File: config.mk
export PLATFORM = sky130hd
export DESIGN_NAME = upfm_top
export DESIGN_NICKNAME = d
export VERILOG_FILES = /design/src/upfm_pkg.sv /design/src/upfm_src_if.sv /design/src/upfm_deglitch.sv /design/src/upfm_hiccup.sv /design/src/upfm_top.sv
export SDC_FILE = /design/constraint.sdc
export NUM_CORES = 1
export LEC_CHECK = 0
export ABC_CLOCK_PERIOD_IN_PS = 2200
export BUFFER_PORTS_ARGS = -buffer_cell sky130_fd_sc_hd__buf_2
export CAP_MARGIN = 15
export CORE_MARGIN = 1
export CORE_UTILIZATION = 40
export DETAILED_ROUTE_END_ITERATION = 10
export PLACE_DENSITY = 0.6
export SLEW_MARGIN = 0
export SYNTH_ARGS = -nofsm -noshare
export SYNTH_HDL_FRONTEND = slang
export SYNTH_SLANG_ARGS = --single-unit
File: constraint.sdc
create_clock -name clk -period 2.2 [get_ports clk]
set_input_delay 0.44 -clock clk [delete_from_list [all_inputs] [get_ports clk]]
set_output_delay 0.44 -clock clk [all_outputs]
set_load 0.05 [all_outputs]
File: src/upfm_pkg.sv
package upfm_pkg;
  // ----------------------------------------------------------------
  // Timing
  // ----------------------------------------------------------------
  localparam int unsigned CLK_PERIOD_PS = 4000;
  localparam int unsigned DEGLITCH_TIME_MS = 8;
  // Product is formed in 64 bits: milliseconds times 1e9 overflows 32 bits
  localparam int unsigned DEGLITCH_CYCLES =
    int'((longint'(DEGLITCH_TIME_MS) * 1000000000) / CLK_PERIOD_PS);
  localparam int unsigned HICCUP_OFF_TIME_MS = 118;
  localparam int unsigned HICCUP_OFF_CYCLES =
    int'((longint'(HICCUP_OFF_TIME_MS) * 1000000000) / CLK_PERIOD_PS);
  localparam int unsigned SHORT_CYCLE_COUNT = 128;
  localparam int unsigned OC_HOLD_TIME_MS = 8;
  localparam int unsigned OC_HOLD_CYCLES =
    int'((longint'(OC_HOLD_TIME_MS) * 1000000000) / CLK_PERIOD_PS);
  localparam int unsigned CNT_W = 32;

  // ----------------------------------------------------------------
  // Fault source indices and advertisement codes
  // ----------------------------------------------------------------
  localparam int unsigned SRC_BUS_OV = 0;
  localparam int unsigned SRC_DATA_OV = 1;
  localparam int unsigned SRC_CC_OV = 2;
  localparam int unsigned SRC_VCONN_OC = 3;
  localparam int unsigned NUM_SRC = 4;
  localparam logic ADV_1A5 = 1'h0;
  localparam logic ADV_3A = 1'h1;
endpackage : upfm_pkg

File: src/upfm_src_if.sv
// ----------------------------------------------------------------
// Raw and filtered fault levels between top and filter
// ----------------------------------------------------------------
interface upfm_src_if;
  logic raw;
  logic filt;
  modport top (output raw, input filt);
  modport flt (input raw, output filt);
endinterface : upfm_src_if

File: src/upfm_deglitch.sv
// ----------------------------------------------------------------
// Two-way stability filter
// ----------------------------------------------------------------
module upfm_deglitch #(
  parameter int unsigned STABLE_CYCLES = upfm_pkg::DEGLITCH_CYCLES
) (
  input wire logic clk,
  input wire logic reset,
  upfm_src_if.flt src
);
  logic filt_q;
  logic [upfm_pkg::CNT_W-1:0] cnt_q;

  // Count while raw differs from output; flip once stable long enough
  always_ff @(posedge clk) begin
    if (reset) begin
      filt_q <= 1'b0;
      cnt_q <= '0;
    end else if (src.raw == filt_q) begin
      cnt_q <= '0;
    end else if (cnt_q >= upfm_pkg::CNT_W'(STABLE_CYCLES - 1)) begin
      filt_q <= src.raw;
      cnt_q <= '0;
    end else begin
      cnt_q <= cnt_q + 1'b1;
    end
  end

  assign src.filt = filt_q;
endmodule : upfm_deglitch

File: src/upfm_hiccup.sv
// ----------------------------------------------------------------
// Buck hard-short hiccup controller
// ----------------------------------------------------------------
module upfm_hiccup #(
  parameter int unsigned SHORT_CYCLES = upfm_pkg::SHORT_CYCLE_COUNT,
  parameter int unsigned OFF_CYCLES = upfm_pkg::HICCUP_OFF_CYCLES,
  parameter int unsigned HOLD_CYCLES = upfm_pkg::OC_HOLD_CYCLES
) (
  input wire logic clk,
  input wire logic reset,
  input wire logic sw_cycle,
  input wire logic out_short,
  output logic buck_off,
  output logic oc_alarm
);
  logic [upfm_pkg::CNT_W-1:0] short_q;
  logic [upfm_pkg::CNT_W-1:0] off_q;
  logic [upfm_pkg::CNT_W-1:0] hold_q;
  logic trip;

  assign trip = sw_cycle && out_short && !buck_off &&
                short_q >= upfm_pkg::CNT_W'(SHORT_CYCLES - 1);

  // Consecutive short cycles; any clean cycle restarts the count
  always_ff @(posedge clk) begin
    if (reset || buck_off) begin
      short_q <= '0;
    end else if (sw_cycle) begin
      short_q <= out_short ? short_q + 1'b1 : '0;
    end
  end

  // Regulator held off for the hiccup time, then soft start again
  always_ff @(posedge clk) begin
    if (reset) begin
      buck_off <= 1'b0;
      off_q <= '0;
    end else if (trip) begin
      buck_off <= 1'b1;
      off_q <= upfm_pkg::CNT_W'(OFF_CYCLES - 1);
    end else if (buck_off) begin
      if (off_q == '0) begin
        buck_off <= 1'b0;
      end else begin
        off_q <= off_q - 1'b1;
      end
    end
  end

  // Alarm at trip, kept for the hold time
  always_ff @(posedge clk) begin
    if (reset) begin
      oc_alarm <= 1'b0;
      hold_q <= '0;
    end else if (trip) begin
      oc_alarm <= 1'b1;
      hold_q <= upfm_pkg::CNT_W'(HOLD_CYCLES - 1);
    end else if (oc_alarm) begin
      if (hold_q == '0) begin
        oc_alarm <= 1'b0;
      end else begin
        hold_q <= hold_q - 1'b1;
      end
    end
  end
endmodule : upfm_hiccup

File: src/upfm_top.sv
// How it works
// - Mild overcurrent regulation never raises alarm
// - Hiccup trip raises alarm for hold time
// - Bus overvoltage: discharge on, gate off immediately
// - Overvoltage and VCONN alarms deglitched 8 ms
// - Data line overvoltage opens data switches immediately
// - CC overvoltage disconnects both CC lines immediately
// - VCONN overcurrent alarms, VCONN path stays on
// - Thermal warning raises flag without delay
// - Warning drops 3 A advertisement to 1.5 A
// - Thermal warning alone never raises alarm
// - Thermal shutdown stops buck, data, gate, bus
// - Thermal shutdown keeps thermal flag asserted
// - Alarm is active-low open drain
// - 128 short cycles: regulator off 118 ms
// - Bus overvoltage gone: gate on, alarm clears
module upfm_top #(
  parameter int unsigned DEGLITCH_CYCLES = upfm_pkg::DEGLITCH_CYCLES,
  parameter int unsigned SHORT_CYCLES = upfm_pkg::SHORT_CYCLE_COUNT,
  parameter int unsigned HICCUP_OFF_CYCLES = upfm_pkg::HICCUP_OFF_CYCLES,
  parameter int unsigned OC_HOLD_CYCLES = upfm_pkg::OC_HOLD_CYCLES
) (
  input wire logic clk,
  input wire logic reset,
  input wire logic bus_ov,
  input wire logic dplus_ov,
  input wire logic dminus_ov,
  input wire logic cc1_ov,
  input wire logic cc2_ov,
  input wire logic vconn_oc,
  input wire logic vconn_request,
  input wire logic current_limiting,
  input wire logic sw_cycle,
  input wire logic out_short,
  input wire logic thermal_alert_flag_level,
  input wire logic therm_sd_level,
  input wire logic adv_3a_request,
  input wire logic port_enable,
  output logic port_alarm_n_o,
  output logic port_alarm_n_oe_n,
  output logic thermal_alert_flag,
  output logic load_switch_gate,
  output logic bus_discharge,
  output logic bus_pull_low,
  output logic data_switch_closed,
  output logic cc_connected,
  output logic buck_enable,
  output logic vconn_enable,
  output logic adv_3a
);
  // ----------------------------------------------------------------
  // Deglitch filters, one per alarm source except the undeglitched hiccup alarm
  // ----------------------------------------------------------------
  upfm_src_if src [upfm_pkg::NUM_SRC] ();
  logic [upfm_pkg::NUM_SRC-1:0] filt;
  logic oc_alarm;
  logic hiccup_off;

  assign src[upfm_pkg::SRC_BUS_OV].raw = bus_ov;
  assign src[upfm_pkg::SRC_DATA_OV].raw = dplus_ov | dminus_ov;
  assign src[upfm_pkg::SRC_CC_OV].raw = cc1_ov | cc2_ov;
  assign src[upfm_pkg::SRC_VCONN_OC].raw = vconn_oc;

  for (genvar i = 0; i < upfm_pkg::NUM_SRC; i++) begin : g_flt
    upfm_deglitch #(
      .STABLE_CYCLES(DEGLITCH_CYCLES)
    ) u_flt (
      .clk(clk),
      .reset(reset),
      .src(src[i])
    );
    assign filt[i] = src[i].filt;
  end

  // ----------------------------------------------------------------
  // Hard-short hiccup
  // ----------------------------------------------------------------
  upfm_hiccup #(
    .SHORT_CYCLES(SHORT_CYCLES),
    .OFF_CYCLES(HICCUP_OFF_CYCLES),
    .HOLD_CYCLES(OC_HOLD_CYCLES)
  ) u_hiccup (
    .clk(clk),
    .reset(reset),
    .sw_cycle(sw_cycle),
    .out_short(out_short),
    .buck_off(hiccup_off),
    .oc_alarm(oc_alarm)
  );

  // ----------------------------------------------------------------
  // Alarm output
  // ----------------------------------------------------------------
  // Mild limiting and thermal warning are left out of the OR on purpose;
  // current_limiting is only a regulation status and feeds nothing here
  always_ff @(posedge clk) begin
    if (reset) begin
      port_alarm_n_o <= 1'b0;
      port_alarm_n_oe_n <= 1'b1;
    end else begin
      port_alarm_n_o <= 1'b0;
      port_alarm_n_oe_n <= !((|filt) | oc_alarm);
    end
  end

  // ----------------------------------------------------------------
  // Immediate protective actions, one registered stage
  // ----------------------------------------------------------------
  // Bus path: gate off on overvoltage or shutdown, back on when clear
  always_ff @(posedge clk) begin
    if (reset) begin
      load_switch_gate <= 1'b0;
      bus_discharge <= 1'b0;
      bus_pull_low <= 1'b0;
    end else begin
      load_switch_gate <= port_enable && !bus_ov && !therm_sd_level;
      bus_discharge <= bus_ov;
      bus_pull_low <= therm_sd_level;
    end
  end

  // Data and CC switches bypass the deglitch to protect the host side
  always_ff @(posedge clk) begin
    if (reset) begin
      data_switch_closed <= 1'b0;
      cc_connected <= 1'b0;
    end else begin
      data_switch_closed <= !(dplus_ov || dminus_ov) && !therm_sd_level;
      cc_connected <= !(cc1_ov || cc2_ov);
    end
  end

  // Buck stops on shutdown or during hiccup off time
  always_ff @(posedge clk) begin
    if (reset) begin
      buck_enable <= 1'b0;
    end else begin
      buck_enable <= port_enable && !therm_sd_level && !hiccup_off;
    end
  end

  // VCONN is deliberately not cut by its own overcurrent
  always_ff @(posedge clk) begin
    if (reset) begin
      vconn_enable <= 1'b0;
    end else begin
      vconn_enable <= vconn_request;
    end
  end

  // ----------------------------------------------------------------
  // Thermal flag and advertisement
  // ----------------------------------------------------------------
  always_ff @(posedge clk) begin
    if (reset) begin
      thermal_alert_flag <= 1'b0;
      adv_3a <= upfm_pkg::ADV_1A5;
    end else begin
      thermal_alert_flag <= thermal_alert_flag_level || therm_sd_level;
      adv_3a <= (adv_3a_request && !thermal_alert_flag_level && !therm_sd_level)
                ? upfm_pkg::ADV_3A : upfm_pkg::ADV_1A5;
    end
  end
endmodule : upfm_top

==> results.cfg, run 1 <==
[status]
outcome = finished, violations left
violations = negative setup slack

[sta]
fin_crit_ps = 2250
setup_viol = 14
worstMarginPinSlew_ps = 688
fmax_mhz = 443
maxSlewViolCount = 0
slew_headroom = 0.540
tns_ps = -382
rsz0062_at_grt = yes
hold_slack_ps = 85.6
finClkSkew_ps = 9.37
period_share = 1.02
hold_viol_final = 0
setup_slack_ps = -54.8

[layout]
syn_to_final_growth_pct = 21.7
final_cells = 1588
nNetsFinal = 1268
regArea_sq_mm = 0.00481
drive_gt1_frac = 0.145
multi_input_area_sq_mm = 0.00536
fill_cells = 2312

[setup_path]
worst-setup-path-type = reg -> reg
crit_buf_inv = 3
critPathMaxFanout = 6
end_kind = register
critPathTopFamily = simple AND/OR/NAND/NOR gates
worstSetupStartpointType = register
required_ps = 2600
cpPeakStageDelay_ps = 530
crit_slowest_cell = or4_4
path_common_cell = buf_6
worstPathArrival_ps = 2650
cp_cell_sequence = or4_4, or3_4, buf_6, nor4_4, buf_6, clkbuf_16, or3_1, a31oi_1

[synthesis]
synthesis.area_sq_mm = 0.0102
synthCells = 1119
yosysSeqAreaShare = 0.473
avgSynthCellArea_sq_um = 9.09
synth_async_sr_flop_share = 0
synth_edf_count = 0
ys.flop_type = dfxtp_1
ys.warnings.count = 0
ys_seq_elements = 240
yosys.cell_types.count = 62

[clock_network]
cts_tree = yes
path_clk_slew_ps = 60
clock-root-buffer = clkbuf_16
cts_max_level = 1
clk_latency_ps = 520
max-clock-path-buffers = 3
numCtsBuffers = 26
cts_hold_buf = 0
cts_sinks = 240

[drt]
avgRoutedWirePerCell_microns = 13.6
drt_iter0_markers = 525
via_count = 8336
viasPerCell = 5.25
ant_nets = 0
dr.pass1.iters = 5
drc = 0
totalWireLength_mm = 21.6

[flow_run]
cap_violations = 0

[power_and_ir_drop]
power.leakage_nw = 4.38
irDropWorstVdd_v = 0.000596
p_total_mw = 9.26
power_density_mw_per_mm2 = 749

[placement]
port_buffers = 24
dp_slack_ps = -48.2
routabilityCongestion = 0.785
dp_hpwl_mm = 14.1
place_inst = 1535

[global_routing]
grt_pass1_wl_mm = 36.4
antenna_found_initial = 1
grt-ovfl-total = 0
grt_pass1_vias = 7790
grt_util_all_layers = 0.163
grt_start_max_net_pins = 25

[floorplanning]
chipWidth_microns = 161
die_h_microns = 161
num_io_pins = 27
start_util = 0.413
core_area_sq_mm = 0.0246
num_rows = 57
dieArea_sq_mm = 0.0261

[hold_path]
min_path_type = in -> reg
-- Yosys cell counts (all sizes together) (35+ instances only) --
cell / count / area, sq um
nand2: 56 / 210
dfxtp: 240 / 4800
nor4: 53 / 347
nand3: 50 / 250
xnor2: 65 / 569
or4: 35 / 270
clkbuf: 42 / 158
nor2: 127 / 477
xor2: 50 / 438
a21oi: 39 / 195
nor3: 42 / 210
-- kinds of logic (layout without fill, tap and decap cells) --
| kind of cell | after synthesis | after routing | share of synthesized area |
|---|---|---|---|
| buffers and inverters | 73 | 173 | 0.0282 |
| muxes | 2 | 2 | 0.00209 |
| other | 1 | 46 | 0.000369 |
| DFF | 240 | 240 | 0.473 |
| adders and majority gates | 8 | 8 | 0.00985 |
| and+or+nand+nor | 482 | 482 | 0.253 |
| AOI/OAI and AO/OA | 198 | 198 | 0.135 |
| xor gates and xnor gates | 115 | 115 | 0.0991 |
-- area by class of cell --
cell class	count	share of cell area
Timing Repair Buffer	100	0.0616
Clock inverter	7	0.00890
Tap cell	324	0.0328
Multi-Input combinational cell	850	0.433
Sequential cell	240	0.389
Clock buffer	40	0.0667
Inverter	26	0.00789
Antenna cell	1	0.000202
-- cells in the final DEF, fill, tap and decap left out, drive strengths merged, types with 35 or more instances in the layout --
cell type / count
nor4: 53
xnor2: 65
nor2: 127
nor3: 42
clkbuf: 42
or4: 35
a21oi: 39
nand3: 50
conb: 45
xor2: 50
nand2: 56
buf: 98
dfxtp: 240
-- through the flow --
step	util	area, sq um
after floorplan	-	10300
after CTS	0.495	12200
after global placement	0.457	11200
after detailed placement	0.457	11200
after global routing	0.503	12400
final	0.503	12400
-- sequential cells by signal (all words and copies together) (netlist names) --
name and cells:
port_alarm_n_oe_n 1, u_hiccup.oc_alarm 1, adv_3a 1, bus_discharge 1, u_hiccup.off_q 32, cc_connected 1
vconn_enable 1, bus_pull_low 1, thermal_alert_flag 1, g_flt.u_flt.cnt_q 128, buck_enable 1, data_switch_closed 1
g_flt.u_flt.src.filt 4, u_hiccup.short_q 32, u_hiccup.buck_off 1, u_hiccup.hold_q 32, load_switch_gate 1
-- worst paths after layout --
kind	from	cells past startpoint	slack [ps]	endpoint
setup / recovery	u_hiccup.hold_q[19]	8	-50	u_hiccup.hold_q[2]
hold / removal	cc1_ov	2	90	cc_connected
setup reg to reg	u_hiccup.hold_q[19]	8	-50	u_hiccup.hold_q[2]
hold reg to reg	g_flt[2].u_flt.cnt_q[0]	1	450	g_flt[2].u_flt.cnt_q[0]
-- power breakdown --
part | total, mW | internal, mW | leakage, nW | switching, mW
clock | 4.64 | 2.91 | 0.466 | 1.73
sequential | 4.42 | 4.40 | 1.95 | 0.0198
combinational | 0.197 | 0.0567 | 1.96 | 0.140
-- per-layer routing --
layer  GRT usage  wire length, microns
met1       0.222                 10800
met2       0.271                  9800
met3      0.0236                   624
met4      0.0403                   347
met5           0                     0
-- what timing repair did --
item | CTS | global route
pin swaps | 3 | 20
endpoints found under the setup margin | 15 | 42
cloned | 0 | 3
setup buffers | 0 | 2
resized for setup | 4 | 26
No activity file was read; power rests on OpenSTA's default activity.
==> run 2, diff against run 1 <==
--- a/config.mk
+++ b/config.mk
@@ -5,13 +5,14 @@
 export SDC_FILE = /design/constraint.sdc
 export NUM_CORES = 1
 export LEC_CHECK = 0
-export ABC_CLOCK_PERIOD_IN_PS = 2200
+export ABC_CLOCK_PERIOD_IN_PS = 2450
 export BUFFER_PORTS_ARGS = -buffer_cell sky130_fd_sc_hd__buf_2
 export CAP_MARGIN = 15
 export CORE_MARGIN = 1
 export CORE_UTILIZATION = 40
+export CTS_CLUSTER_DIAMETER = 60
 export DETAILED_ROUTE_END_ITERATION = 10
-export PLACE_DENSITY = 0.6
+export PLACE_DENSITY = 0.58
 export SLEW_MARGIN = 0
 export SYNTH_ARGS = -nofsm -noshare
 export SYNTH_HDL_FRONTEND = slang
==> constraint.sdc (replaced) <==
create_clock -name clk -period 2.45 [get_ports clk]
set_input_delay 0.49 -clock clk [delete_from_list [all_inputs] [get_ports clk]]
set_output_delay 0.49 -clock clk [all_outputs]
set_load 0.05 [all_outputs]
==> run 2 against run 1 <==
Against the previous run: the run now ends clean; final cell count down 2.0%; total power down 9.9%; fmax down 3.0%; wire length down 3.5%; critical path depth down 1; worst setup slack better by 180 ps; clock skew down 0.87 ps; global-route usage down 0.16 points; register-to-register slack better by 180 ps.
==> results.cfg, run 2 (synthesis results as in run 1) <==
[power_and_ir_drop]
power_density_mw_per_mm2 = 696
p_total_mw = 8.34
irDropWorstVdd_v = 0.000497
power.leakage_nw = 4.19

[floorplanning]
dieArea_sq_mm = 0.0261
core_area_sq_mm = 0.0246
die_h_microns = 161
start_util = 0.413
num_io_pins = 27
num_rows = 57
chipWidth_microns = 161

[global_routing]
grt_start_max_net_pins = 25
grt-ovfl-total = 0
grt_util_all_layers = 0.161
grt_pass1_wl_mm = 36.0
grt_pass1_vias = 7614
antenna_found_initial = 1

[sta]
fmax_mhz = 430
period_share = 0.948
maxSlewViolCount = 0
hold_viol_final = 0
fin_crit_ps = 2320
hold_slack_ps = 137
setup_viol = 0
slew_headroom = 0.463
worstMarginPinSlew_ps = 803
tns_ps = 0
finClkSkew_ps = 8.50
rsz0062_at_grt = no
setup_slack_ps = 126

[setup_path]
critPathMaxFanout = 15
worstSetupStartpointType = register
crit_buf_inv = 2
worst-setup-path-type = reg -> reg
critPathTopFamily = simple AND/OR/NAND/NOR gates
end_kind = register
cp_cell_sequence = or4_1, or3_1, buf_4, nor4_4, buf_6, o21ai_0, a31oi_1
crit_slowest_cell = or4_1
required_ps = 2900
cpPeakStageDelay_ps = 580
reg2reg_slack_ps = 130
worstPathArrival_ps = 2770

[placement]
routabilityCongestion = 0.777
port_buffers = 24
dp_hpwl_mm = 13.9
place_inst = 1509
dp_slack_ps = 129
postPlaceCellArea_sq_mm = 0.0110

[hold_path]
min_path_type = in -> reg

[clock_network]
cts_tree = yes
max-clock-path-buffers = 3
clk_latency_ps = 520
cts_sinks = 240
cts_hold_buf = 0
cts_max_level = 1
clock-root-buffer = clkbuf_16
numCtsBuffers = 26
path_clk_slew_ps = 60

[layout]
final_cell_mix = 240 x dfxtp_1, 127 x nor2_1, 65 x xnor2_1, 56 x nand2_1, 52 x nor4_1
syn_to_final_growth_pct = 17.8
num_antenna_cells = 0
final_common_cell = dfxtp_1
finalInstanceArea_sq_mm = 0.0120
largest_reg_flops = 128
nNetsFinal = 1237
largest_register = g_flt.u_flt.cnt_q
final_cells = 1557
drive_gt1_frac = 0.108
fin_util = 0.487

[status]
outcome = completed

[flow_run]
cap_violations = 0

[drt]
ant_nets = 0
totalWireLength_mm = 20.8
via_count = 8139
viasPerCell = 5.23
dr.pass1.iters = 5
drc = 0
drt_iter0_markers = 564
avgRoutedWirePerCell_microns = 13.4
==> run 2: path summary, 6_finish.rpt <==
path	depth (start not counted)	startpoint	endpoint
min reg2reg	1	g_flt[2].u_flt.cnt_q[0]	g_flt[2].u_flt.cnt_q[0]
min	2	cc1_ov	cc_connected
max reg2reg	7	u_hiccup.hold_q[15]	u_hiccup.hold_q[6]
max	7	u_hiccup.hold_q[15]	u_hiccup.hold_q[6]
==> run 2: layer usage <==
metal,up-vias,routed length (microns),global-route usage,part of all wire
li1,4241,-,-,-
met1,3789,10800,0.228,0.52
met2,80,9130,0.256,0.44
met3,27,580,0.0267,0.028
met4,2,340,0.0386,0.016
met5,-,8,0,0.00038
==> run 2: worst reg2reg max path, delay by kind of cell (launching register included) <==
family / cells / cell delay [ps]
AO/OA/AOI/OAI: 2 / 290
buffers and inverters: 2 / 370
flip-flops: 1 / 310
AND/OR/NAND/NOR: 3 / 1290
==> run 2: repair_timing <==
item                                    in CTS  in global routing
buffers inserted                             0                  0
endpoints found under the setup margin       0                  1
resized for setup                            0                  1
==> run 2: cell type report <==
cell class | instances | area [sq um]
sequential | 240 | 4800
clock buffer | 35 | 756
timing repair buffer | 69 | 487
multi-input combinational | 850 | 5240
tap | 324 | 405
inverter | 26 | 97.6
fill | 2342 | 12600
clock inverter | 13 | 183
==> run 2: where the power goes <==
| group | switching, mW | leakage, nW | total (mW) | internal [mW] |
|---|---|---|---|---|
| Sequential | 0.0185 | 1.95 | 3.97 | 3.95 |
| Clock | 1.60 | 0.455 | 4.19 | 2.59 |
| Combinational | 0.124 | 1.78 | 0.176 | 0.0518 |
| Total | 1.74 | 4.19 | 8.34 | 6.60 |
==> run 3, diff against run 2 <==
--- a/config.mk
+++ b/config.mk
@@ -10,6 +10,7 @@
 export CAP_MARGIN = 15
 export CORE_MARGIN = 1
 export CORE_UTILIZATION = 40
+export CTS_BUF_LIST = sky130_fd_sc_hd__clkbuf_2 sky130_fd_sc_hd__clkbuf_4 sky130_fd_sc_hd__clkbuf_8
 export CTS_CLUSTER_DIAMETER = 60
 export DETAILED_ROUTE_END_ITERATION = 10
 export PLACE_DENSITY = 0.58
==> run 3 against run 2 <==
Against the previous run: total power is 4.1% lower; largest cell class unchanged; critical endpoint is now u_hiccup.hold_q[25]; largest power group is now sequential cells; clock skew rose by 13 ps; critical path depth decreased by 1; highest routed layer unchanged; critical path type unchanged; hold slack about the same; first-iteration DRC count shrank 11%; flip-flop and latch count unchanged; fmax shrank 0.23%; count of clock-buffer cells in the layout up 30; via count up 0.59%.
==> results.cfg, run 3 (synthesis results as in run 1) <==
[global_routing]
grt_use_met1 = 0.226
groute.layer.met3.usage = 0.0347
grt_pass1_vias = 7768
grt_pass1_wl_mm = 36.4
grt_util_all_layers = 0.166
grt-ovfl-total = 0
grt_start_max_net_pins = 25
busiest_layer = met2
antenna_found_initial = 1
grt_util_met2 = 0.261

[setup_path]
cp_cell_sequence = or4_4, or3_4, buf_4, or3_1, or3_1, a21oi_1
reg2reg_slack_ps = 120
critPathTopFamily = simple AND/OR/NAND/NOR gates
setup.worst_path.start = u_hiccup.hold_q[18]
worst-setup-path-type = reg -> reg
path_common_cell = or3_1
cpPeakStageDelay_ps = 550
critPathMaxFanout = 10
worstSetupStartpointType = register
crit_buf_inv = 1
r2r_start = u_hiccup.hold_q[18]
required_ps = 2910
worstRegToRegCells = 6
r2r_end = u_hiccup.hold_q[25]
end_kind = register
worstPathArrival_ps = 2790
crit_slowest_cell = or4_4

[clock_network]
cts_sinks = 240
cts_tree = yes
cts_resized = 0
cts_post_setup_buffers_inserted = 0
clk_latency_ps = 540
max-clock-path-buffers = 3
numCtsBuffers = 41
path_clk_slew_ps = 60
cts_hold_buf = 0
cts_max_level = 2
clock-root-buffer = clkbuf_8

[sta]
fmax_mhz = 429
setup_slack_ps = 121
slew_headroom = 0.459
maxSlewViolCount = 0
hold_viol_final = 0
setup_viol = 0
hold_slack_ps = 138
tns_ps = 0
period_share = 0.951
fin_crit_ps = 2330
finClkSkew_ps = 21.8
rsz0062_at_grt = no
worstMarginPinSlew_ps = 808

[layout]
largest_register = g_flt.u_flt.cnt_q
fin_util = 0.485
drive_gt1_frac = 0.129
final_cell_mix = 240 x dfxtp_1, 127 x nor2_1, 65 x xnor2_1, 56 x nand2_1, 54 x clkbuf_8
final_common_cell = dfxtp_1
finalInstanceArea_sq_mm = 0.0119
largest_reg_flops = 128
num_antenna_cells = 0
fill_cells = 2351
syn_to_final_growth_pct = 17.3
final_cells = 1583
nNetsFinal = 1252

[status]
outcome = completed

[placement]
routabilityCongestion = 0.777
dp_slack_ps = 129
postPlaceCellArea_sq_mm = 0.0110
dp_hpwl_mm = 13.9
port_buffers = 24
place_inst = 1509

[drt]
drc = 0
viasPerCell = 5.17
drt_iter0_markers = 503
ant_nets = 0
totalWireLength_mm = 21.0
dr.pass1.iters = 5
avgRoutedWirePerCell_microns = 13.3
via_count = 8187

[floorplanning]
num_rows = 57
dieArea_sq_mm = 0.0261
num_io_pins = 27
die_h_microns = 161
core_area_sq_mm = 0.0246
start_util = 0.413
chipWidth_microns = 161

[hold_path]
whs_endpoint = cc_connected
hold_path_startpoint = cc1_ov
min_path_type = in -> reg
holdPathStages = 2

[flow_run]
cap_violations = 0

[power_and_ir_drop]
power.leakage_nw = 4.21
p_total_mw = 8.00
irDropWorstVdd_v = 0.000422
power_density_mw_per_mm2 = 671
run 3: metal layers:
layer,routed length (microns),share of wire
met5,8,0.00038
met4,331,0.016
met3,717,0.034
met2,9180,0.44
met1,10800,0.51
run 3: how the worst max path moves through the flow:
stage / to / slack, ps / cells past startpoint
floorplan: u_hiccup.hold_q[29] / 110 / 6
global placement: u_hiccup.short_q[17] / 170 / 5
detailed placement: u_hiccup.hold_q[6] / 130 / 7
CTS: u_hiccup.hold_q[6] / 110 / 7
global route: u_hiccup.hold_q[6] / 20 / 7
finish: u_hiccup.hold_q[25] / 120 / 6
run 3: layout make-up:
class | instances | area (sq um) | area share
tap | 324 | 405 | 0.0340
clock buffer | 65 | 826 | 0.0692
sequential | 240 | 4800 | 0.403
inverter | 26 | 97.6 | 0.00818
clock inverter | 9 | 72.6 | 0.00608
multi-input combinational | 850 | 5240 | 0.439
timing repair buffer | 69 | 483 | 0.0405
run 3: power breakdown:
part / internal [mW] / leakage, nW / switching [mW]
combinational: 0.0518 / 1.78 / 0.124
sequential: 3.96 / 1.95 / 0.0183
clock: 2.25 / 0.481 / 1.60
total: 6.25 / 4.21 / 1.75
run 3: worst register-to-register path, stage by stage (launching register included):
cell and delay (ps):
dfxtp_1 310, or4_4 550, or3_4 420, buf_4 190, or3_1 320, or3_1 320
a21oi_1 140
